--- config.mk ---
export PLATFORM = sky130hd
export DESIGN_NAME = cfgb_regs
export DESIGN_NICKNAME = d
export VERILOG_FILES = /design/src/cfgb_pkg.sv /design/src/cfgb_regs.sv
export SDC_FILE = /design/constraint.sdc
export NUM_CORES = 1
export LEC_CHECK = 0
export BUFFER_PORTS_ARGS = -buffer_cell sky130_fd_sc_hd__buf_2
export CORE_MARGIN = 4
export CORE_UTILIZATION = 35
export CTS_CLUSTER_DIAMETER = 50
export DETAILED_ROUTE_END_ITERATION = 10
export SLEW_MARGIN = 40
export SYNTH_ARGS = -nofsm -noshare
export SYNTH_HDL_FRONTEND = slang
export SYNTH_SLANG_ARGS = --single-unit
--- constraint.sdc ---
create_clock -name sys_clk_i -period 2 [get_ports sys_clk_i]
set_input_delay 0.2 -clock sys_clk_i [delete_from_list [all_inputs] [get_ports sys_clk_i]]
set_output_delay 0.2 -clock sys_clk_i [all_outputs]
set_load 0.03 [all_outputs]
--- src/cfgb_pkg.sv ---
// Package for the drive, power and auxiliary decode configuration register bank.
package cfgb_pkg;

	// Register indices as seen through the configuration index register
	localparam logic [7:0] CFGB_IDX_DRIVE_TYPE_IDS = 8'h06;
	localparam logic [7:0] CFGB_IDX_POWER_AND_BOOT = 8'h07;
	localparam logic [7:0] CFGB_IDX_AUX_DECODE_LOW = 8'h08;
	localparam logic [7:0] CFGB_IDX_AUX_DECODE_HIGH = 8'h09;
	localparam logic [7:0] CFGB_IDX_ECP_IR = 8'h0A;
	localparam logic [7:0] CFGB_IDX_DRIVE_RATE = 8'h0B;

	// Reset values
	localparam logic [7:0] CFGB_RST_DRIVE_TYPE_IDS = 8'hFF;
	localparam logic [7:0] CFGB_RST_POWER_AND_BOOT = 8'h00;
	localparam logic [7:0] CFGB_RST_AUX_DECODE_LOW = 8'h00;
	localparam logic [7:0] CFGB_RST_AUX_DECODE_HIGH = 8'h00;
	localparam logic [7:0] CFGB_RST_ECP_IR = 8'h00;
	localparam logic [7:0] CFGB_RST_DRIVE_RATE = 8'h00;

	// Writable bits; the rest are reserved, ignore writes and read as zero
	localparam logic [7:0] CFGB_WMASK_DRIVE_TYPE_IDS = 8'hFF;
	localparam logic [7:0] CFGB_WMASK_POWER_AND_BOOT = 8'hF3;
	localparam logic [7:0] CFGB_WMASK_AUX_DECODE_LOW = 8'hF0;
	localparam logic [7:0] CFGB_WMASK_AUX_DECODE_HIGH = 8'hCF;
	localparam logic [7:0] CFGB_WMASK_ECP_IR = 8'hCF;
	localparam logic [7:0] CFGB_WMASK_DRIVE_RATE = 8'hFF;

	// Field positions
	localparam int CFGB_POS_BOOT_DRIVE = 0;
	localparam int CFGB_POS_PWRDN = 4;
	localparam int CFGB_POS_AUX_LOW = 4;
	localparam int CFGB_POS_AUX_HIGH = 0;
	localparam int CFGB_POS_AUX_CFG = 6;
	localparam int CFGB_POS_ECP_THRESHOLD = 0;
	localparam int CFGB_POS_IR_ROUTE = 6;
	localparam int CFGB_NUM_DRIVES = 4;

	// Auxiliary decoder configuration codes
	typedef enum logic [1:0] {
		CFGB_AUX_OFF = 2'h0,
		CFGB_AUX_BYTE = 2'h1,
		CFGB_AUX_BLOCK8 = 2'h2,
		CFGB_AUX_BLOCK16 = 2'h3
	} cfgb_aux_mode_t;

	// Infrared pin routing codes
	typedef enum logic [1:0] {
		CFGB_IR_PRIMARY = 2'h0,
		CFGB_IR_SECONDARY = 2'h1,
		CFGB_IR_RESERVED = 2'h2,
		CFGB_IR_TX_OFF = 2'h3
	} cfgb_ir_route_t;

	// One host access to the bank
	typedef struct packed {
		logic cfg_mode;
		logic [7:0] index;
		logic wr;
		logic rd;
		logic [7:0] wdata;
	} cfgb_host_req_t;

	// Automatic power-down enables
	typedef struct packed {
		logic floppy;
		logic uart1;
		logic uart2;
		logic parallel;
	} cfgb_pwrdn_t;

endpackage

--- src/cfgb_regs.sv ---
// Drive type, boot and power-down, auxiliary decode, ECP threshold, IR route and rate registers.
//
// What this block does
// Registers 06h-0Bh accessible only in configuration state with matching index.
// Drive type register resets to FFh; drive n uses bits 2n+1:2n.
// Boot field bits 1:0 selects drive A at 0, B at 1; resets 00h.
// Power register bits 2 and 3 always read zero.
// Bits 4..7 enable auto power-down: parallel, UART2, UART1, floppy; default off.
// Power-down enables clear on power-on or hardware reset.
// Low aux register holds address bits 7:4 high; low nibble reads zero.
// High aux register holds address bits 11:8 and control bits 7:6.
// Chip select only when address 11:4 matches and 15:12 are zero.
// Control 00 off, 01 byte, 10 eight-byte block, 11 sixteen-byte block.
// ECP register bits 3:0 hold FIFO threshold; resets 00h.
// ECP register bits 5:4 not writable, read zero.
// Infrared route field clears on power-on or hardware reset.
// Route 00 primary, 01 secondary, 10 reserved, 11 both transmitters off.
// Rate select register holds two bits per drive; resets 00h.
// Chip select stays high when disabled, unmatched or no I/O cycle.
`timescale 1ns/100ps
module cfgb_regs (
	input wire logic sys_clk_i, // 50 MHz clock
	input wire logic rst_i, // Power-on or hardware reset, sync, high
	input wire cfgb_pkg::cfgb_host_req_t host_req_i, // Host access via index register
	output logic bank_hit_o, // This bank owns the current index
	output logic [7:0] rdata_o, // Read data, registered
	output logic rd_ack_o, // Read data valid, one cycle
	input wire logic [15:0] sys_addr_i, // System I/O address
	input wire logic io_cycle_i, // I/O cycle in progress
	output logic aux_chip_select_n_o, // Auxiliary chip select, low active
	output logic [7:0] drive_type_code_o, // Two bits per drive
	output logic [1:0] boot_drive_o, // 0 drive A, 1 drive B
	output cfgb_pkg::cfgb_pwrdn_t pwrdn_en_o, // Auto power-down enables
	output logic [3:0] ecp_fifo_threshold_o, // ECP FIFO threshold
	output logic [7:0] rate_table_sel_o, // Two bits per drive
	output logic [1:0] infrared_pin_route_o, // Current routing code
	input wire logic infrared_tx_i, // Transmit data from IR controller
	output logic infrared_rx_o, // Receive data to IR controller
	input wire logic infrared_rx_primary_i, // Primary receive pin
	input wire logic infrared_rx_secondary_i, // Secondary receive pin
	output logic infrared_tx_primary_o, // Primary transmit pin value
	output logic infrared_tx_primary_oe_n_o, // Low while driving primary
	output logic infrared_tx_secondary_o, // Secondary transmit pin value
	output logic infrared_tx_secondary_oe_n_o // Low while driving secondary
);
	import cfgb_pkg::*;

	function automatic logic idx_is(input cfgb_host_req_t req, input logic [7:0] idx);
		idx_is = req.cfg_mode && (req.index == idx);
	endfunction

	function automatic logic [7:0] merge(input logic [7:0] old_v, input logic [7:0] new_v,
		input logic [7:0] mask);
		merge = (old_v & ~mask) | (new_v & mask);
	endfunction

	logic [7:0] drive_type_q;
	logic [7:0] drive_type_d;
	logic [7:0] power_boot_q;
	logic [7:0] power_boot_d;
	logic [7:0] aux_low_q;
	logic [7:0] aux_low_d;
	logic [7:0] aux_high_q;
	logic [7:0] aux_high_d;
	logic [7:0] ecp_ir_q;
	logic [7:0] ecp_ir_d;
	logic [7:0] drive_rate_q;
	logic [7:0] drive_rate_d;
	logic [7:0] rdata_q;
	logic [7:0] rdata_d;
	logic rd_ack_q;
	logic cs_n_q;
	logic cs_n_d;

	wire sel_type = idx_is(host_req_i, CFGB_IDX_DRIVE_TYPE_IDS);
	wire sel_power = idx_is(host_req_i, CFGB_IDX_POWER_AND_BOOT);
	wire sel_aux_lo = idx_is(host_req_i, CFGB_IDX_AUX_DECODE_LOW);
	wire sel_aux_hi = idx_is(host_req_i, CFGB_IDX_AUX_DECODE_HIGH);
	wire sel_ecp = idx_is(host_req_i, CFGB_IDX_ECP_IR);
	wire sel_rate = idx_is(host_req_i, CFGB_IDX_DRIVE_RATE);
	wire any_sel = sel_type | sel_power | sel_aux_lo | sel_aux_hi | sel_ecp | sel_rate;
	wire wr_go = host_req_i.wr;
	wire [7:0] wd = host_req_i.wdata;

	assign bank_hit_o = any_sel;

	// Reserved bits are masked on write so they can never hold a one
	assign drive_type_d = (wr_go && sel_type) ?
		merge(drive_type_q, wd, CFGB_WMASK_DRIVE_TYPE_IDS) : drive_type_q;
	assign power_boot_d = (wr_go && sel_power) ?
		merge(power_boot_q, wd, CFGB_WMASK_POWER_AND_BOOT) : power_boot_q;
	assign aux_low_d = (wr_go && sel_aux_lo) ?
		merge(aux_low_q, wd, CFGB_WMASK_AUX_DECODE_LOW) : aux_low_q;
	assign aux_high_d = (wr_go && sel_aux_hi) ?
		merge(aux_high_q, wd, CFGB_WMASK_AUX_DECODE_HIGH) : aux_high_q;
	assign ecp_ir_d = (wr_go && sel_ecp) ?
		merge(ecp_ir_q, wd, CFGB_WMASK_ECP_IR) : ecp_ir_q;
	assign drive_rate_d = (wr_go && sel_rate) ?
		merge(drive_rate_q, wd, CFGB_WMASK_DRIVE_RATE) : drive_rate_q;

	// One reset input serves both power-on and hardware reset
	always_ff @(posedge sys_clk_i) begin
		if (rst_i) begin
			drive_type_q <= CFGB_RST_DRIVE_TYPE_IDS;
			power_boot_q <= CFGB_RST_POWER_AND_BOOT;
			aux_low_q <= CFGB_RST_AUX_DECODE_LOW;
			aux_high_q <= CFGB_RST_AUX_DECODE_HIGH;
			ecp_ir_q <= CFGB_RST_ECP_IR;
			drive_rate_q <= CFGB_RST_DRIVE_RATE;
		end else begin
			drive_type_q <= drive_type_d;
			power_boot_q <= power_boot_d;
			aux_low_q <= aux_low_d;
			aux_high_q <= aux_high_d;
			ecp_ir_q <= ecp_ir_d;
			drive_rate_q <= drive_rate_d;
		end
	end

	// Read path; masking again keeps reserved bits zero on readback
	always_comb begin
		rdata_d = 8'h00;
		if (sel_type) begin
			rdata_d = drive_type_q & CFGB_WMASK_DRIVE_TYPE_IDS;
		end
		if (sel_power) begin
			rdata_d = power_boot_q & CFGB_WMASK_POWER_AND_BOOT;
		end
		if (sel_aux_lo) begin
			rdata_d = aux_low_q & CFGB_WMASK_AUX_DECODE_LOW;
		end
		if (sel_aux_hi) begin
			rdata_d = aux_high_q & CFGB_WMASK_AUX_DECODE_HIGH;
		end
		if (sel_ecp) begin
			rdata_d = ecp_ir_q & CFGB_WMASK_ECP_IR;
		end
		if (sel_rate) begin
			rdata_d = drive_rate_q & CFGB_WMASK_DRIVE_RATE;
		end
	end

	always_ff @(posedge sys_clk_i) begin
		if (rst_i) begin
			rdata_q <= 8'h00;
			rd_ack_q <= 1'b0;
		end else begin
			rdata_q <= (host_req_i.rd && any_sel) ? rdata_d : 8'h00;
			rd_ack_q <= host_req_i.rd && any_sel;
		end
	end

	assign rdata_o = rdata_q;
	assign rd_ack_o = rd_ack_q;

	// Per-drive fields, drive n in bits 2n+1:2n
	genvar gi;
	generate
		for (gi = 0; gi < CFGB_NUM_DRIVES; gi++) begin : g_drive
			assign drive_type_code_o[2*gi+1:2*gi] = drive_type_q[2*gi+1:2*gi];
			assign rate_table_sel_o[2*gi+1:2*gi] = drive_rate_q[2*gi+1:2*gi];
		end
	endgenerate

	assign boot_drive_o = power_boot_q[CFGB_POS_BOOT_DRIVE+:2];
	assign pwrdn_en_o = cfgb_pwrdn_t'(power_boot_q[CFGB_POS_PWRDN+:4]);
	assign ecp_fifo_threshold_o = ecp_ir_q[CFGB_POS_ECP_THRESHOLD+:4];

	// Auxiliary address decoder
	wire [3:0] aux_addr_low_bits = aux_low_q[CFGB_POS_AUX_LOW+:4];
	wire [3:0] aux_addr_high_bits = aux_high_q[CFGB_POS_AUX_HIGH+:4];
	wire cfgb_aux_mode_t aux_mode = cfgb_aux_mode_t'(aux_high_q[CFGB_POS_AUX_CFG+:2]);
	wire upper_zero = (sys_addr_i[15:12] == 4'h0);
	wire base_match = upper_zero && (sys_addr_i[11:8] == aux_addr_high_bits)
		&& (sys_addr_i[7:4] == aux_addr_low_bits);
	logic low_ok;

	always_comb begin
		low_ok = 1'b0;
		unique case (aux_mode)
			CFGB_AUX_OFF: low_ok = 1'b0;
			CFGB_AUX_BYTE: low_ok = (sys_addr_i[3:0] == 4'h0);
			CFGB_AUX_BLOCK8: low_ok = ~sys_addr_i[3];
			CFGB_AUX_BLOCK16: low_ok = 1'b1;
		endcase
	end

	// Registered so the select cannot glitch while the address settles
	assign cs_n_d = ~(io_cycle_i && base_match && low_ok);

	always_ff @(posedge sys_clk_i) begin
		if (rst_i) begin
			cs_n_q <= 1'b1;
		end else begin
			cs_n_q <= cs_n_d;
		end
	end

	assign aux_chip_select_n_o = cs_n_q;

	// Infrared pin routing
	wire cfgb_ir_route_t ir_route = cfgb_ir_route_t'(ecp_ir_q[CFGB_POS_IR_ROUTE+:2]);
	logic tx_pri_oe_n;
	logic tx_sec_oe_n;
	logic rx_sel_secondary;

	// Reserved code behaves as the primary pair, the least surprising fallback
	always_comb begin
		tx_pri_oe_n = 1'b1;
		tx_sec_oe_n = 1'b1;
		rx_sel_secondary = 1'b0;
		unique case (ir_route)
			CFGB_IR_PRIMARY: tx_pri_oe_n = 1'b0;
			CFGB_IR_SECONDARY: begin
				tx_sec_oe_n = 1'b0;
				rx_sel_secondary = 1'b1;
			end
			CFGB_IR_RESERVED: tx_pri_oe_n = 1'b0;
			CFGB_IR_TX_OFF: begin
				tx_pri_oe_n = 1'b1;
				tx_sec_oe_n = 1'b1;
			end
		endcase
	end

	assign infrared_pin_route_o = ecp_ir_q[CFGB_POS_IR_ROUTE+:2];
	assign infrared_tx_primary_o = infrared_tx_i;
	assign infrared_tx_secondary_o = infrared_tx_i;
	assign infrared_tx_primary_oe_n_o = tx_pri_oe_n;
	assign infrared_tx_secondary_oe_n_o = tx_sec_oe_n;
	assign infrared_rx_o = rx_sel_secondary ? infrared_rx_secondary_i : infrared_rx_primary_i;

endmodule

==> results.json <==
{
  "layout-drive-gt1-share_pct": 33.7,
  "start_util_pct": 36.6,
  "ir_drop_v": 0.000318,
  "syn-num-nets": 277,
  "die_w_um": 87.2,
  "synth_seq_area_share_pct": 43.8,
  "antenna_cells": 0,
  "yosysTopAreaCellShare_pct": 43.8,
  "drt_iter0_drc": 99,
  "crit_path_cell_trace": "buf_2 > or3b_4 > or2_1 > buf_4 > a21oi_1 > buf_2",
  "area_growth_pct": 28.4,
  "syn_area_per_cell_um2": 9.29,
  "wl_met3_um": 328,
  "clk_latency_ns": 0.30,
  "powerDensity_nw_per_um2": 611,
  "arrival_ns": 1.53,
  "power_leakage_nw": 1.38,
  "crit_start": "host_req_i[15]",
  "finalSetupViolations": 0,
  "cts_tree": "built",
  "core_region_area_um2": 5990,
  "place_congestion": 0.819,
  "cpLargestDelayFamily": "simple AND/OR/NAND/NOR gates",
  "ioPinCount": 85,
  "setup_ws_ns": 0.273,
  "die_y_um": 87.2,
  "synth_top_area_cell": "dfxtp_1",
  "firstDrtPassIters": 4,
  "fmax_ghz": 0.579,
  "met1_length_mm": 3.00,
  "die_area_um2": 7600,
  "clkTransAtPathRegs_ns": 0.09,
  "via_per_inst": 5.01,
  "endpoint_kind": "output pin",
  "grt_pass1_vias": 1918,
  "grt_pass1_wl_mm": 9.67,
  "grt_use_total_pct": 16.7,
  "vias": 1995,
  "hold_buffers": 0,
  "hold_viol": 0,
  "hold_path_class": "in2reg",
  "wl_per_cell_um": 15.7,
  "worst_r2r_path_depth": 2,
  "finClkSkew_ns": 0.00301,
  "postCtsSetupBuffers": 0,
  "tightest_slew_ns": 0.454,
  "max_stage_delay_ns": 0.42,
  "place_hpwl_mm": 4.80,
  "root_buffer": "clkbuf_8",
  "syn_inst": 236,
  "cts_resized": 0,
  "outcome": "finished clean",
  "slew_headroom_pct": 69.6,
  "period_minus_slack_ns": 1.73,
  "port_buffers": 81,
  "maxSlewViolCount": 0,
  "ys_warn_count": 0,
  "preCtsSetupSlack_ns": 0.0944,
  "rsz0062_at_grt": "no",
  "syn_area_um2": 2190,
  "cp-endpoint": "bank_hit_o",
  "grt_start_max_net_pins": 30,
  "cts_buffers": 5,
  "nets": 363,
  "rows": 28,
  "top_layer": "met4",
  "overflow": 0,
  "drv_cap": 0,
  "antenna_found_initial": 0,
  "worst-path-stages": 6,
  "worstReg2RegStart": "ecp_ir_q[2]",
  "finish.utilization_pct": 47.0,
  "wl_mm": 6.25,
  "finalSetupTns_ns": 0,
  "drc": 0,
  "critPathMostFrequentCell": "buf_2",
  "clock_path_buffers": 2,
  "final_antenna_net_count": 0,
  "crit_slowest_cell": "or3b_4",
  "synth-seq-cells": 48,
  "cp_num_buf_inv": 3,
  "finalCritPeriodShare_pct": 86.4,
  "cp.required_ns": 1.80,
  "rr_endpoint": "rdata_o[2]",
  "cts_max_level": 2,
  "crit_fanout": 4,
  "synth_area_leaders": "dfxtp_1 44%, mux2i_1 16%, nor2_1 7.2%, a21oi_1 3.7%, xor2_1 3.2%",
  "crit_type": "in2out",
  "ff2ff_setup_slack_ns": 0.78,
  "startpoint_type": "input pin",
  "cts.sinks": 48,
  "synth.distinct_cells": 37,
  "dr_wl_met2_mm": 2.81
}
placed cells by master (no fill, tap or decap), types with 2 or more instances in the layout:
| cell | netlist | layout |
|---|---|---|
| xor2_1 | 8 | 8 |
| buf_2 | 0 | 81 |
| nand2b_1 | 4 | 4 |
| nor2_1 | 42 | 42 |
| mux2i_1 | 36 | 36 |
| o32ai_1 | 2 | 2 |
| nor4b_1 | 2 | 2 |
| o22ai_1 | 2 | 2 |
| nand4_1 | 4 | 4 |
| inv_1 | 3 | 3 |
| nor4_1 | 3 | 3 |
| nand3b_1 | 3 | 3 |
| nor4_2 | 2 | 2 |
| nor3b_1 | 2 | 2 |
| o21ai_0 | 5 | 5 |
| nand2_1 | 5 | 5 |
| clkbuf_8 | 0 | 6 |
| or4_1 | 2 | 2 |
| and2_1 | 3 | 3 |
| o211a_1 | 2 | 2 |
| a32o_1 | 2 | 2 |
| o2bb2ai_1 | 2 | 2 |
| o221a_2 | 2 | 2 |
| dfxtp_1 | 48 | 48 |
| buf_4 | 2 | 12 |
| a2bb2oi_1 | 2 | 2 |
| nor2b_1 | 2 | 2 |
| nor3_1 | 10 | 10 |
| a21oi_1 | 16 | 16 |
cell usage after synthesis:
library cell / n
dfxtp_1: 48
nor2_1: 42
mux2i_1: 36
a21oi_1: 16
nor3_1: 10
clkbuf_1: 9
xor2_1: 8
nand2_1: 5
o21ai_0: 5
nand2b_1: 4
nand4_1: 4
and2_1: 3
buf_1: 3
inv_1: 3
nand3b_1: 3
nor4_1: 3
a2bb2oi_1: 2
a32o_1: 2
buf_4: 2
nor2b_1: 2
nor3b_1: 2
nor4_2: 2
nor4b_1: 2
o211a_1: 2
o221a_2: 2
o22ai_1: 2
o2bb2ai_1: 2
o32ai_1: 2
or4_1: 2
a211oi_2: 1
mux2_2: 1
nand3_1: 1
nor4b_2: 1
o2111ai_1: 1
or2_1: 1
or2_2: 1
or3b_4: 1
layer usage:
metal	global-route usage (%)	vias up
li1	-	1015
met1	22.4	923
met2	26.1	48
met3	4.07	9
met4	6.14	0
met5	0	-
through the flow:
step	total power [W]	std cells	instance area [µm²]	hold slack [ns]
2_1_floorplan	0.00106	236	2190	0.344
6_report	0.00172	398	2820	0.200
4_1_cts	0.00174	398	2820	0.195
5_1_grt	0.00179	398	2820	0.211
3_3_place_gp	0.00113	390	2720	0.401
3_5_place_dp	0.00113	390	2720	0.401
final cells by class:
type | count | area [µm²]
clock buffers | 7 | 86.3
clock inverters | 1 | 7.51
fillers | 616 | 3170
inverters | 3 | 11.3
multi-input cells | 171 | 1160
flip-flops and latches | 48 | 961
well taps | 75 | 93.8
repair buffers | 93 | 495
cells by family after synthesis:
family | share of synthesized area (%)
AO/OA/AOI/OAI | 11.6
XOR/XNOR | 3.19
buffers and inverters | 3.25
flip-flops | 43.8
multiplexers | 16.9
AND/OR/NAND/NOR | 21.2
worst reg2reg max path: stages, from the launching register on:
cell and delay, ns:
dfxtp_1 0.33, or4_1 0.52, a32o_1 0.27
power breakdown:
part           leakage, nW  switching (W)  internal (W)
clock               0.0445       0.000328      0.000281
sequential           0.387    0.000000481      0.000955
combinational        0.949      0.0000914     0.0000650
total                 1.38       0.000420       0.00130
worst min path at each step:
stage,startpoint,end,slack [ns],cells after the start
final,host_req_i[2],ecp_ir_q[2],0.20,3
after CTS,host_req_i[2],ecp_ir_q[2],0.19,3
after floorplan,host_req_i[0],aux_high_q[0],0.34,2
after global placement,infrared_tx_i,infrared_tx_secondary_o,0.40,0
after global routing,host_req_i[2],rate_table_sel_o[2],0.21,3
after detailed placement,infrared_tx_i,infrared_tx_secondary_o,0.40,0
state kept, by name (all words and copies together), names as in the netlist, 4 cells and up:
name and flops:
aux_high_q 6, aux_low_q 4, drive_type_code_o 8, ecp_ir_q 6
power_boot_q 6, rate_table_sel_o 8, rdata_o 8
Note: power is estimated with default switching activity, not from simulation.
